===== config.mk =====
export PLATFORM = sky130hd
export DESIGN_NAME = sync_mode_device_flat
export DESIGN_NICKNAME = d
export VERILOG_FILES = /design/src/inc/sync_ctrl_pkg.sv /design/src/inc/sync_link_if.sv /design/src/hw/sync_mode_device.sv /design/src/flat_wrapper.sv
export SDC_FILE = /design/constraint.sdc
export NUM_CORES = 1
export LEC_CHECK = 0
export BUFFER_PORTS_ARGS = -buffer_cell sky130_fd_sc_hd__buf_2
export CORE_MARGIN = 3
export CORE_UTILIZATION = 47
export DETAILED_ROUTE_END_ITERATION = 16
export PLACE_DENSITY = 0.77
export SLEW_MARGIN = 30
export SYNTH_ARGS = -nofsm -noshare
export SYNTH_HDL_FRONTEND = slang
export SYNTH_SLANG_ARGS = --single-unit

===== constraint.sdc =====
create_clock -name ref_clk_i -period 2.12 [get_ports ref_clk_i]
set_input_delay 0.106 -clock ref_clk_i [delete_from_list [all_inputs] [get_ports ref_clk_i]]
set_output_delay 0.106 -clock ref_clk_i [all_outputs]
set_load 0.1 [all_outputs]

===== src/inc/sync_ctrl_pkg.sv =====
// shared constants and types for the synchronizer mode control link
package sync_ctrl_pkg;

  // clock and reset timing
  localparam int unsigned CLK_PERIOD_NS  = 8;
  localparam int unsigned RESET_MIN_NS   = 300;
  // strictly longer than the minimum, hence the extra cycle
  localparam int unsigned RESET_CYCLES   = RESET_MIN_NS / CLK_PERIOD_NS + 1;
  localparam int unsigned GUARD_TIME_MS  = 1000;
  localparam int unsigned GUARD_CYCLES   = GUARD_TIME_MS * (1000000 / CLK_PERIOD_NS);

  // phase step limits in ns and capture range sum in ppm
  localparam logic [7:0] PHASE_TO_HOLD_NS = 8'd50;
  localparam logic [7:0] PHASE_TO_NORM_NS = 8'd200;
  localparam logic [8:0] CAPTURE_SUM_PPM  = 9'd230;

  // mode select pin encoding {high, low}
  localparam logic [1:0] SEL_NORMAL   = 2'h0;
  localparam logic [1:0] SEL_HOLDOVER = 2'h1;
  localparam logic [1:0] SEL_FREERUN  = 2'h2;
  localparam logic [1:0] SEL_AUTO     = 2'h3;

  // device operating mode, one-hot
  typedef enum logic [2:0] {
    MODE_NORMAL   = 3'b001,
    MODE_HOLDOVER = 3'b010,
    MODE_FREERUN  = 3'b100
  } op_mode_t;

  // controller register byte offsets
  localparam logic [7:0] OFS_CTRL   = 8'h00;
  localparam logic [7:0] OFS_GUARD  = 8'h04;
  localparam logic [7:0] OFS_STATUS = 8'h08;

  // control register fields
  localparam int unsigned CTRL_SEL_LSB  = 0;
  localparam int unsigned CTRL_REF_BIT  = 2;
  localparam int unsigned CTRL_TIE_BIT  = 3;
  localparam int unsigned CTRL_CLR_BIT  = 4;
  localparam int unsigned CTRL_RST_BIT  = 5;
  localparam logic [3:0]  CTRL_RESET    = 4'h3;

endpackage


===== src/inc/sync_link_if.sv =====
// pin level link between the mode controller and the synchronizer device
`timescale 1ns/1ns
`default_nettype none
interface sync_link_if;
  logic primary_loss;
  logic secondary_loss;
  logic guard_time_in;
  logic mode_select_low;
  logic mode_select_high;
  logic reference_choice;
  logic phase_error_clear;
  logic reset_n;
  logic holdover_ind;

  modport device (
    input  primary_loss, secondary_loss, guard_time_in, mode_select_low,
           mode_select_high, reference_choice, phase_error_clear, reset_n,
    output holdover_ind
  );

  modport controller (
    output primary_loss, secondary_loss, guard_time_in, mode_select_low,
           mode_select_high, reference_choice, phase_error_clear, reset_n,
    input  holdover_ind
  );
endinterface
`default_nettype wire


===== src/hw/sync_mode_device.sv =====
// synchronizer device end: automatic and manual mode and reference control
// Behaviour
// - primary lost, guard running: enter holdover
// - guard expired, secondary good: secondary normal
// - primary recovered: back to primary normal
// - early recovery: normal again, same reference
// - manual: mode pins pick normal/holdover/freerun
// - manual: reference pin picks primary or secondary
// - manual: guard input enables correction
// - clear input realigns output phase
// - reset held low over 300 ns
// - keep correction off for short holdovers
// - correction off: realign on every recovery
// - freerun uses master source only
// - capture range plus master tolerance 230
// - phase steps 50 ns and 200 ns
// - holdover keeps stored locked frequency
// - outside supplies 20 MHz master source; here the master clock has an 8 ns period (125 MHz)
//
// Our own choices: the address map and the APB register port.
`timescale 1ns/1ns
`default_nettype none
module sync_mode_device (
  // clock and reset
  input  wire logic        ref_clk_i,
  input  wire logic        rst_i,
  // pin link
  sync_link_if.device      link,
  // loop side
  input  wire logic [31:0] loop_freq_i,
  input  wire logic [7:0]  master_tol_ppm_i,
  // status to loop and output stages
  output logic [2:0]       mode_o,
  output logic             ref_secondary_o,
  output logic             realign_o,
  output logic             tie_correct_o,
  output logic             master_only_o,
  output logic [7:0]       phase_limit_ns_o,
  output logic [8:0]       capture_ppm_o,
  output logic [31:0]      freq_word_o
);

  // registered state and its next values
  sync_ctrl_pkg::op_mode_t mode_reg, mode_next;
  logic        ref_sec_reg, ref_sec_next;
  logic        realign_reg, realign_next;
  logic        tie_reg, tie_next;
  logic        master_reg, master_next;
  logic [7:0]  limit_reg, limit_next;
  logic [8:0]  capture_reg, capture_next;
  logic [31:0] freq_reg, freq_next;
  logic        hold_ind_reg, hold_ind_next;
  logic [1:0]  sel;
  logic        recovering;
  logic        tie_allowed;

  // mode select pins as one code, 11 is automatic
  assign sel = {link.mode_select_high, link.mode_select_low};

  // next mode and reference; the reset pin forces freerun on the primary synchronously
  always_comb begin
    mode_next    = mode_reg;
    ref_sec_next = ref_sec_reg;
    if (!link.reset_n) begin
      // device reset wins over every mode request
      mode_next    = sync_ctrl_pkg::MODE_FREERUN;
      ref_sec_next = 1'b0;
    end else if (sel == sync_ctrl_pkg::SEL_AUTO) begin
      case (mode_reg)
        sync_ctrl_pkg::MODE_NORMAL: begin
          if (!ref_sec_reg && link.primary_loss) begin
            mode_next = sync_ctrl_pkg::MODE_HOLDOVER;
          end else if (ref_sec_reg && !link.primary_loss) begin
            ref_sec_next = 1'b0;
          end else if (ref_sec_reg && link.secondary_loss) begin
            // both references lost: hold on the secondary
            mode_next = sync_ctrl_pkg::MODE_HOLDOVER;
          end
        end
        sync_ctrl_pkg::MODE_HOLDOVER: begin
          if (!link.primary_loss) begin
            mode_next    = sync_ctrl_pkg::MODE_NORMAL;
            ref_sec_next = 1'b0;
          end else if (link.guard_time_in && !link.secondary_loss) begin
            // guard expired with the secondary usable
            mode_next    = sync_ctrl_pkg::MODE_NORMAL;
            ref_sec_next = 1'b1;
          end
        end
        default: begin
          // leaving freerun under automatic control starts on the primary
          mode_next    = link.primary_loss ? sync_ctrl_pkg::MODE_HOLDOVER : sync_ctrl_pkg::MODE_NORMAL;
          ref_sec_next = 1'b0;
        end
      endcase
    end else begin
      // manual control: the mode pins decide directly
      case (sel)
        sync_ctrl_pkg::SEL_NORMAL:   mode_next = sync_ctrl_pkg::MODE_NORMAL;
        sync_ctrl_pkg::SEL_HOLDOVER: mode_next = sync_ctrl_pkg::MODE_HOLDOVER;
        default:                     mode_next = sync_ctrl_pkg::MODE_FREERUN;
      endcase
      ref_sec_next = link.reference_choice;
    end
  end

  // holdover to normal is the only change that needs a phase decision
  assign recovering = (mode_reg == sync_ctrl_pkg::MODE_HOLDOVER) && (mode_next == sync_ctrl_pkg::MODE_NORMAL);

  // manual correction only applies to primary holdover back to primary normal
  assign tie_allowed = (sel != sync_ctrl_pkg::SEL_AUTO) && link.guard_time_in && !ref_sec_reg && !ref_sec_next;

  // phase pulses; automatic control never keeps accumulated offset
  always_comb begin
    realign_next = 1'b0;
    tie_next     = 1'b0;
    if (link.reset_n && recovering) begin
      if (tie_allowed) begin
        tie_next = 1'b1;
      end else begin
        realign_next = 1'b1;
      end
    end
    // a clear in the same cycle as a correction still realigns
    if (link.reset_n && link.phase_error_clear) begin
      realign_next = 1'b1;
    end
  end

  // mode derived figures and the frequency hold
  always_comb begin
    limit_next    = limit_reg;
    freq_next     = freq_reg;
    master_next   = (mode_next == sync_ctrl_pkg::MODE_FREERUN);
    hold_ind_next = (mode_next == sync_ctrl_pkg::MODE_HOLDOVER);
    // the limit reflects the most recent mode change only
    if (mode_next != mode_reg) begin
      if (mode_next == sync_ctrl_pkg::MODE_HOLDOVER) begin
        limit_next = sync_ctrl_pkg::PHASE_TO_HOLD_NS;
      end else begin
        limit_next = sync_ctrl_pkg::PHASE_TO_NORM_NS;
      end
    end
    // the stored value is only refreshed while locked in normal mode
    if (!link.reset_n) begin
      freq_next = 32'h0;
    end else if (mode_reg == sync_ctrl_pkg::MODE_NORMAL && mode_next == sync_ctrl_pkg::MODE_NORMAL) begin
      freq_next = loop_freq_i;
    end else if (mode_reg == sync_ctrl_pkg::MODE_FREERUN) begin
      freq_next = 32'h0;
    end // holdover keeps freq_reg untouched
    // saturate so a poor master source gives zero capture, never a wrap
    if ({1'b0, master_tol_ppm_i} >= sync_ctrl_pkg::CAPTURE_SUM_PPM) begin
      capture_next = 9'h0;
    end else begin
      capture_next = sync_ctrl_pkg::CAPTURE_SUM_PPM - {1'b0, master_tol_ppm_i};
    end
  end

  // mode and reference state
  always_ff @(posedge ref_clk_i or posedge rst_i) begin
    if (rst_i) begin
      mode_reg    <= sync_ctrl_pkg::MODE_FREERUN;
      ref_sec_reg <= 1'b0;
    end else begin
      mode_reg    <= mode_next;
      ref_sec_reg <= ref_sec_next;
    end
  end

  // one-cycle phase pulses
  always_ff @(posedge ref_clk_i or posedge rst_i) begin
    if (rst_i) begin
      realign_reg <= 1'b0;
      tie_reg     <= 1'b0;
    end else begin
      realign_reg <= realign_next;
      tie_reg     <= tie_next;
    end
  end

  // derived figures; reset leaves the loop in freerun on the master source
  always_ff @(posedge ref_clk_i or posedge rst_i) begin
    if (rst_i) begin
      master_reg   <= 1'b1;
      limit_reg    <= 8'h0;
      capture_reg  <= sync_ctrl_pkg::CAPTURE_SUM_PPM;
      freq_reg     <= 32'h0;
      hold_ind_reg <= 1'b0;
    end else begin
      master_reg   <= master_next;
      limit_reg    <= limit_next;
      capture_reg  <= capture_next;
      freq_reg     <= freq_next;
      hold_ind_reg <= hold_ind_next;
    end
  end

  // every output comes straight from a register
  assign mode_o            = mode_reg;
  assign ref_secondary_o   = ref_sec_reg;
  assign realign_o         = realign_reg;
  assign tie_correct_o     = tie_reg;
  assign master_only_o     = master_reg;
  assign phase_limit_ns_o  = limit_reg;
  assign capture_ppm_o     = capture_reg;
  assign freq_word_o       = freq_reg;
  assign link.holdover_ind = hold_ind_reg;

endmodule
`default_nettype wire


===== src/flat_wrapper.sv =====
// flat-port wrapper written by rule: the top's interface ports become plain ports
module sync_mode_device_flat 
  (ref_clk_i, rst_i, loop_freq_i, master_tol_ppm_i, mode_o, ref_secondary_o, realign_o, tie_correct_o, master_only_o, phase_limit_ns_o, capture_ppm_o, freq_word_o, link_primary_loss, link_secondary_loss, link_guard_time_in, link_mode_select_low, link_mode_select_high, link_reference_choice, link_phase_error_clear, link_reset_n, link_holdover_ind);
  sync_link_if link_i ();
  input  wire logic ref_clk_i;
  input  wire logic rst_i;
  input  wire logic [31:0] loop_freq_i;
  input  wire logic [7:0] master_tol_ppm_i;
  output logic [2:0] mode_o;
  output logic ref_secondary_o;
  output logic realign_o;
  output logic tie_correct_o;
  output logic master_only_o;
  output logic [7:0] phase_limit_ns_o;
  output logic [8:0] capture_ppm_o;
  output logic [31:0] freq_word_o;
  input wire logic [$bits(link_i.primary_loss)-1:0] link_primary_loss;
  input wire logic [$bits(link_i.secondary_loss)-1:0] link_secondary_loss;
  input wire logic [$bits(link_i.guard_time_in)-1:0] link_guard_time_in;
  input wire logic [$bits(link_i.mode_select_low)-1:0] link_mode_select_low;
  input wire logic [$bits(link_i.mode_select_high)-1:0] link_mode_select_high;
  input wire logic [$bits(link_i.reference_choice)-1:0] link_reference_choice;
  input wire logic [$bits(link_i.phase_error_clear)-1:0] link_phase_error_clear;
  input wire logic [$bits(link_i.reset_n)-1:0] link_reset_n;
  output wire logic [$bits(link_i.holdover_ind)-1:0] link_holdover_ind;
  assign link_i.primary_loss = link_primary_loss;
  assign link_i.secondary_loss = link_secondary_loss;
  assign link_i.guard_time_in = link_guard_time_in;
  assign link_i.mode_select_low = link_mode_select_low;
  assign link_i.mode_select_high = link_mode_select_high;
  assign link_i.reference_choice = link_reference_choice;
  assign link_i.phase_error_clear = link_phase_error_clear;
  assign link_i.reset_n = link_reset_n;
  assign link_holdover_ind = link_i.holdover_ind;
  sync_mode_device u_core (.ref_clk_i(ref_clk_i), .rst_i(rst_i), .link(link_i), .loop_freq_i(loop_freq_i), .master_tol_ppm_i(master_tol_ppm_i), .mode_o(mode_o), .ref_secondary_o(ref_secondary_o), .realign_o(realign_o), .tie_correct_o(tie_correct_o), .master_only_o(master_only_o), .phase_limit_ns_o(phase_limit_ns_o), .capture_ppm_o(capture_ppm_o), .freq_word_o(freq_word_o));
endmodule

Yosys cells after proc, flatten, opt, wreduce, memory -nomap -nowiden
Index checks and enable logic that the tools add are counted.

cells by class
  add/sub/neg operators = 1
  magnitude comparators = 1
  equality and inequality tests = 11
  muxes and demuxes = 27
  reductions and logical operators = 16

operators with widths
  kind                 number
  $mux 32              3
  $mux 3               7
  $pmux 3 s2           2
  $logic_and 1x1->1    11
  $mux 1               11
  $mux 9               1
  $sub 8x8->9 const A  1
  $ge 8x8->1 const B   1
  $mux 8               1
  $eq 3x1->1 const B   2
  $eq 3x2->1 const B   2
  $eq 3x3->1 const B   2
  $logic_not 1->1      4
  $ne 3x1->1 const B   1
  $ne 3x3->1           1
  $eq 2x1->1 const B   1
  $eq 2x2->1 const B   1
  $logic_not 2->1      1
  $mux 2               1
  $ne 2x2->1 const B   1
  $pmux 1 s2           1

word-level totals
  flip-flop bits (word level) = 57
  input bits = 50

Longest topological paths before layout
Gate-level depths: netlist of the first run.

  depth after elaboration = 12
  depth in mapped cells = 6
  gate-level depth less buffers = 6

Worst setup path before layout of the first run
Ideal clock, no wire load.

  path kind = register to register
  from = register u_core.mode_reg[1], in the netlist u_core.mode_o[1]
  to = register u_core.realign_reg, in the netlist u_core.realign_o
  setup time = 0.122 ns
  arrival = 2.034 ns
  data required time = 1.998 ns
  setup slack = -0.035 ns
  stages on the path, launching flop included = 5
  buffers on the path = 0
  cells stage by stage = dfrtp_1 -> and3b_4 -> o2111a_2 -> or2_4 -> a32o_1

RTL lines
  element                                          RTL line                 text
  start: declaration                               sync_mode_device.sv:44   sync_ctrl_pkg::op_mode_t mode_reg, mode_next;
  start signal: assignment                         sync_mode_device.sv:163  mode_reg <= sync_ctrl_pkg::MODE_FREERUN;
  start signal: assignment                         sync_mode_device.sv:166  mode_reg <= mode_next;
  $eq 3x2->1 / $eq 3x1->1 (equally long branches)  sync_mode_device.sv:69   case (mode_reg)
  $pmux 3 s2 *                                     sync_mode_device.sv:69
  $mux 3 *                                         sync_mode_device.sv:68   end else if (sel == sync_ctrl_pkg::SEL_AUTO) begin
  $mux 3 *                                         sync_mode_device.sv:64   if (!link.reset_n) begin
  named net u_core.mode_next[0]                    sync_mode_device.sv:44
  $eq 3x1->1 *                                     sync_mode_device.sv:108  assign recovering = (mode_reg == sync_ctrl_pkg::MODE_HOLDOVER) && (mode_next == sync_ctrl_pkg::MODE_NORMAL);
  $logic_and 1x1->1 *                              sync_mode_device.sv:108
  $logic_and 1x1->1 *                              sync_mode_device.sv:117  if (link.reset_n && recovering) begin
  $mux 1 *                                         sync_mode_device.sv:117
  $mux 1 *                                         sync_mode_device.sv:125  if (link.reset_n && link.phase_error_clear) begin
  named net u_core.realign_next                    sync_mode_device.sv:46   logic realign_reg, realign_next;
  end signal: assignment                           sync_mode_device.sv:177  realign_reg <= realign_next;
  end: declaration                                 sync_mode_device.sv:46

Mark *: on every way through the listed nets, which the timed path passes. The rest lies on a longest branch.
A chain may end at the register's enable or synchronous reset.

Worst setup path after layout of the first run
  from = register u_core.mode_reg[1], in the netlist u_core.mode_o[1]
  to = register u_core.freq_reg[16], in the netlist u_core.freq_word_o[16]

between the ends
  cells in the longest elaborated chain, start to end = 10

RTL lines
  element                 RTL line                 text
  $mux 3                  sync_mode_device.sv:75   end else if (ref_sec_reg && link.secondary_loss) begin
  $mux 3                  sync_mode_device.sv:73   end else if (ref_sec_reg && !link.primary_loss) begin
  $mux 3                  sync_mode_device.sv:71   if (!ref_sec_reg && link.primary_loss) begin
  $pmux 3 s2              sync_mode_device.sv:69
  $mux 3                  sync_mode_device.sv:68
  $mux 3                  sync_mode_device.sv:64
  $eq 3x1->1              sync_mode_device.sv:147  end else if (mode_reg == sync_ctrl_pkg::MODE_NORMAL && mode_next == sync_ctrl_pkg::MODE_NORMAL) begin
  $logic_and 1x1->1       sync_mode_device.sv:147
  $mux 32                 sync_mode_device.sv:147
  $mux 32                 sync_mode_device.sv:145  if (!link.reset_n) begin
  end signal: assignment  sync_mode_device.sv:194  freq_reg <= freq_next;
  end: declaration        sync_mode_device.sv:51   logic [31:0] freq_reg, freq_next;

Several ways; a longest one is shown, not always the timed one.

==> results.md, run 1 <==
- Drt via density: 5.214
- Seq cells post-synth: 51
- Fin crit share: 80.91%
- Fmax: 583.0 MHz
- Vias in the first global route: 2,174
- Clock Sinks: 51
- Worst Setup End Kind: flip-flop
- Count of final hold-check violations: 0
- Syn. warnings: 0
- Antenna violations before repair: 0
- Max Cap Viol: 0
- Vias: 2,169
- WS Path Type: flip-flop to flip-flop
- Largest cells by area after synthesis: dfrtp_1, o22ai_1, dfstp_2
- Critical path launch point type: flip-flop
- Die H: 77.87 um
- Die width: 77.87 um
- Worst EP required: 2.31 ns
- Max VDD drop: 0.0004246 V
- Final Skew: 0.006762 ns
- Largest net degree at the start of global routing: 33
- Ant. Diodes: 0
- Post-CTS Setup Repair Bufs: 0
- DRC: 0
- Yosys top cell area share: 45.36%
- Most frequent cell after synthesis: dfrtp_1
- Minimum clock period: 1.715 ns
- Synth Flop Type: dfrtp_1
- DR iter-0 viols: 178
- Sequential share of the synthesized area: 52.94%
- Non-Filler Instances: 416
- RSZ-0062 raised after global routing: false
- Row cnt: 25
- Wirelength per Cell: 14.50 um
- Top cells by count, synth: dfrtp_1, inv_1, nand3_1, o22ai_1, nor2_1
- TritonCTS clock tree: built
- Total grt overflow: 0
- Number of port buffers: 104
- Core area: 0.004848 mm2
- Cells after synthesis: 246
- Final setup fails: 0
- Die area: 0.006063 mm2
- Hold crit path type: input port to flip-flop
- Avg Cell Area, Syn: 9.867 um2
- Detailed Place HPWL: 4.367 mm
- Antenna-violating nets left: 0
- Clock buffer depth: 2
- Xor/xnor share of the synthesized area: 1.804%
- Mux cell area share after synthesis: 0%
- Post-placement cell count: 405
- Clk slew on worst S/H paths: 0.09 ns
- Unique masters post-synth: 46
- H-tree depth: 2
- FILL cells: 414
- Starting density of the core: 50.06%
- DRT Pass-1 Iters: 4
- Share of cells above drive strength 1: 38.97%
- Async S/R FF share, synth: 100.0%
- CTS buffer count: 5
- Final GP Congestion: 0.8774
- Crit path max fanout: 23
- EDFF count, synth: 0
- Main combinational cell family by area after synthesis: compound AO/OA/AOI/OAI gates
- Adder-cell area share of the yosys netlist: 1.031%
- Final net count: 400
- Area Growth Syn to Fin: 28.56%
- Clk root buf: clkbuf_8
- Total I/O pin count: 107
- Count of final max-slew check failures: 0
- First-pass GRT wire length: 10.07 mm
- Simple-Gate Fraction of Synth Area: 16.13%
- P_leak: 0.001728 uW
- Global-route usage over all layers: 20.92%
- Most area-hungry cell type in the Yosys netlist: dfrtp_1
- Final setup TNS: 0 ns
- Synth Area in Compound Gates: 17.11%
- Status: finished, final reports clean
- Final WL: 6.034 mm
- Synthesized area: 0.002427 mm2
- Power Density: 719.9 mW/mm2
- Data arrival, critical path: 1.90 ns
- Clk_lat worst skew: 0.30 ns
-- worst paths after layout --
kind	start	to	depth (start not counted)	slack, ns
setup / recovery	u_core.mode_o[1]	u_core.freq_word_o[16]	5	0.40
hold / removal	link_phase_error_clear	u_core.realign_o	2	0.01
setup reg to reg	u_core.mode_o[1]	u_core.freq_word_o[16]	5	0.40
hold reg to reg	u_core.freq_word_o[6]	u_core.freq_word_o[6]	2	0.56
max in group asynchronous	rst_i	u_core.mode_o[2]	4	1.16
min in group asynchronous	rst_i	u_core.freq_word_o[27]	3	0.30
-- kinds of logic after synthesis --
kind of cell    after synthesis
simple gates                 74
buf+inv                      57
compound gates               56
flops                        51
xor+xnor                      5
fa+ha+maj                     2
other cells                   1
-- sequential cells by signal (all words and copies together) (netlist names) --
register                  count
u_core.freq_word_o           32
u_core.mode_o                 3
u_core.capture_ppm_o          9
u_core.realign_o              1
u_core.phase_limit_ns_o       2
u_core.ref_secondary_o        1
u_core.tie_correct_o          1
u_core.master_only_o          1
u_core.link.holdover_ind      1
-- power by group --
group          switching (uW)  internal, uW
Sequential               22.6          1010
Clock                     316           268
Combinational             504           120
Total                     843          1400
-- final cells by class --
cell class              count  area [um2]  share of cell area, %
well taps                  67       83.83                  2.686
inverters                  38       142.6                  4.571
flip-flops and latches     51        1287                  41.26
clock buffers               7       86.33                  2.767
repair buffers            113       620.6                  19.89
multi-input cells         139       890.9                  28.55
clock inverters             1       8.758                 0.2807
-- metal layers --
metal	track usage, %	wire, um	vias up
li1	-	-	1045
met1	27.08	2516	1033
met2	34.93	3042	87
met3	4.872	407	4
met4	6.050	68	0
met5	0	0	-
-- stage by stage --
stage                     setup WS, ns  hold WS (ns)  utilization, %  area, um2  power, uW
after floorplan                0.06580        0.1356               -       2434       1556
after global placement          0.4722       0.08774           61.78       2995       1672
after detailed placement        0.4222        0.1053           61.78       2995       1678
after CTS                       0.4120      0.006318           64.36       3120       2266
after global routing            0.3148       0.02667           64.36       3120       2342
final                           0.4047       0.01485           64.36       3120       2246
-- critical path, stage by stage (launching register included) --
cell and delay (ns):
dfrtp_2 0.47, and3b_1 0.23, o2111a_2 0.29, o21bai_4 0.30, buf_12 0.21, o22ai_1 0.10
-- layout by cell type (no fill, tap or decap), types with 3 or more instances in the layout --
cell type	count
xnor2_1	3
buf_4	4
nand3_1	35
clkbuf_8	6
dfstp_2	7
buf_2	104
o22ai_1	34
dlygate4sd3_1	3
inv_1	37
nor2_1	14
nand2_1	8
dfrtp_1	42
-- repair_timing --
item                                    4_1_cts  5_1_grt
endpoints found under the setup margin        0        0
hold buffers                                  3        0
hold endpoints to repair                     16        0
resized for setup                             0        0
No activity file was read; power rests on OpenSTA's default activity.
==> run 2: changes to the inputs <==
==> constraint.sdc (replaced) <==
create_clock -name ref_clk_i -period 1.7 [get_ports ref_clk_i]
set_input_delay 0.085 -clock ref_clk_i [delete_from_list [all_inputs] [get_ports ref_clk_i]]
set_output_delay 0.085 -clock ref_clk_i [all_outputs]
set_load 0.1 [all_outputs]
==> run 2 against run 1 <==
First-iteration DRC count rose by 9.6%. Sequential power rose by 24%. Non-clock buffer count is 1 higher. Critical endpoint is now u_core.freq_word_o[30]. Critical path type unchanged. Clock power up 24%.
==> results.md, run 2 (synthesis results as in run 1) <==
- Final setup fails: 0
- Share of cells above drive strength 1: 39.43%
- P_leak: 0.001739 uW
- Final worst setup slack: 0.09682 ns
- Area Growth Syn to Fin: 30.10%
- H-tree depth: 2
- Delay-heaviest family, CP: compound AO/OA/AOI/OAI gates
- Hold Path Sink: u_core.freq_word_o[12]
- Count of final hold-check violations: 0
- Total grt overflow: 0
- Clk_lat worst skew: 0.29 ns
- Worst Setup End Kind: flip-flop
- Status: finished, final reports clean
- Critical path launch point type: flip-flop
- Seq. cell area: 0.001289 mm2
- Fin crit share: 94.30%
- Post-CTS Setup Repair Bufs: 0
- Worst EP required: 1.88 ns
- CTS buffer count: 5
- Internal reg-to-reg setup slack: 0.1 ns
- Post-Place Setup Slack: 0.09963 ns
- Detailed Place HPWL: 4.163 mm
- Stages on the worst setup path: 5
- Most common cell after layout, fill and taps aside: buf_2
- Ant. Diodes: 0
- Clk root buf: clkbuf_8
- Hold Path Depth: 3
- Clk slew on worst S/H paths: 0.09 ns
- Row cnt: 25
- Worst-path cell chain: and3b_2, o21ai_1, a211oi_4, buf_12, o22ai_1
- Largest net degree at the start of global routing: 52
- Vias: 2,161
- Most frequent cells in the layout: buf_2, dfrtp_1, inv_1
- Seq pwr share: 46.0%
- Non-Filler Instances: 417
- WS Path Type: flip-flop to flip-flop
- Final Skew: 0.003662 ns
- Worst R2R Path Depth: 5
- RSZ-0062 raised after global routing: false
- Clock buffer depth: 2
- CP max-delay cell: dfrtp_2
- Fmax: 623.8 MHz
- Max VDD drop: 0.0007302 V
- Clk pwr share: 25.8%
- DRT Pass-1 Iters: 4
- Crit-path max cell delay: 0.48 ns
- Die width: 77.87 um
- Die H: 77.87 um
- Switching Fraction: 37.31%
- Core area: 0.004848 mm2
- Post-CTS resize count: 0
- Critical path buffers and inverters: 1
- Total Power: 2811 uW
- Hold crit path type: input port to flip-flop
- Final net count: 401
- Vias in the first global route: 2,063
- Multi-input gate area: 892.1 um2
- DR iter-0 viols: 195
- Antenna-violating nets left: 0
- Clock Sinks: 51
- Final WL: 6.034 mm
- Data arrival, critical path: 1.78 ns
- DRC: 0
- Final setup TNS: 0 ns
- Antenna violations before repair: 0
- Post-placement cell count: 405
- Power Density: 890.1 mW/mm2
- TritonCTS clock tree: built
- Final GP Congestion: 0.8678
- Hold Startpoint: loop_freq_i[12]
- Max Cap Viol: 0
- First-pass GRT wire length: 9.625 mm
- Count of final max-slew check failures: 0
- Global-route usage over all layers: 19.76%
- Number of flip-flops in the largest register: 32
- Minimum clock period: 1.603 ns
- Post-CTS Hold Fix Bufs: 4
- Number of port buffers: 104
- Reg-to-Reg Start: u_core.mode_o[0]
- Drt via density: 5.182
- Switching pwr: 1049 uW
- Wirelength per Cell: 14.47 um
- Starting density of the core: 50.06%
- Total I/O pin count: 107
- FILL cells: 405
- Gate power share: 28.2%
- Crit path max fanout: 32
- Reg2reg end: u_core.freq_word_o[30]
- Die area: 0.006063 mm2
- Int Power: 1762 uW
[run 2: cell types whose count changed in the layout (fill, tap and decap cells not counted), sizes merged]
cell | previous run | this run
dlygate4sd3 | 3 | 4
[run 2: stage by stage]
stage | cell area [um2] | util, % | hold slack [ns]
after floorplan | 2447 | - | 0.1146
after global placement | 3023 | 62.35 | 0.1459
after detailed placement | 3023 | 62.35 | 0.1481
after CTS | 3158 | 65.14 | 0.02156
after global routing | 3158 | 65.14 | 0.01769
final | 3158 | 65.14 | 0.02970
[run 2: metal layers]
layer | vias to the layer above | global-route usage (%) | part of all wire, %
li1 | 1047 | - | -
met1 | 1035 | 24.96 | 42
met2 | 73 | 34.16 | 52
met3 | 6 | 3.480 | 5.1
met4 | 0 | 6.406 | 1.5
met5 | - | 0 | 0
[run 2: power groups by stage]
stage | Sequential (uW) | Clock (uW) | Combinational, uW
after global placement | 1310 | 0 | 781
after floorplan | 1630 | 0 | 310
after CTS | 1290 | 748 | 795
final | 1290 | 726 | 792
after global routing | 1300 | 801 | 831
after detailed placement | 1320 | 0 | 788
[run 2: worst max path at each step]
stage	start	to
4_1_cts	u_core.mode_o[0]	u_core.freq_word_o[30]
3_5_place_dp	u_core.mode_o[0]	u_core.freq_word_o[30]
6_report	u_core.mode_o[0]	u_core.freq_word_o[30]
2_1_floorplan	u_core.mode_o[0]	u_core.realign_o
5_1_grt	u_core.mode_o[0]	u_core.freq_word_o[30]
3_3_place_gp	u_core.mode_o[0]	u_core.freq_word_o[30]
[run 2: cell type report]
cell class                      count  share of cell area (%)
Clock inverter                      1                  0.2773
Clock buffer                        7                   2.734
Inverter                           38                   4.517
Timing Repair Buffer              114                   20.76
Sequential cell                    51                   40.81
Multi-Input combinational cell    139                   28.25
Tap cell                           67                   2.655
[run 2: worst min-delay path: stages]
cell	delay (ns)
buf_2	0.09
inv_1	0.04
o22ai_1	0.07
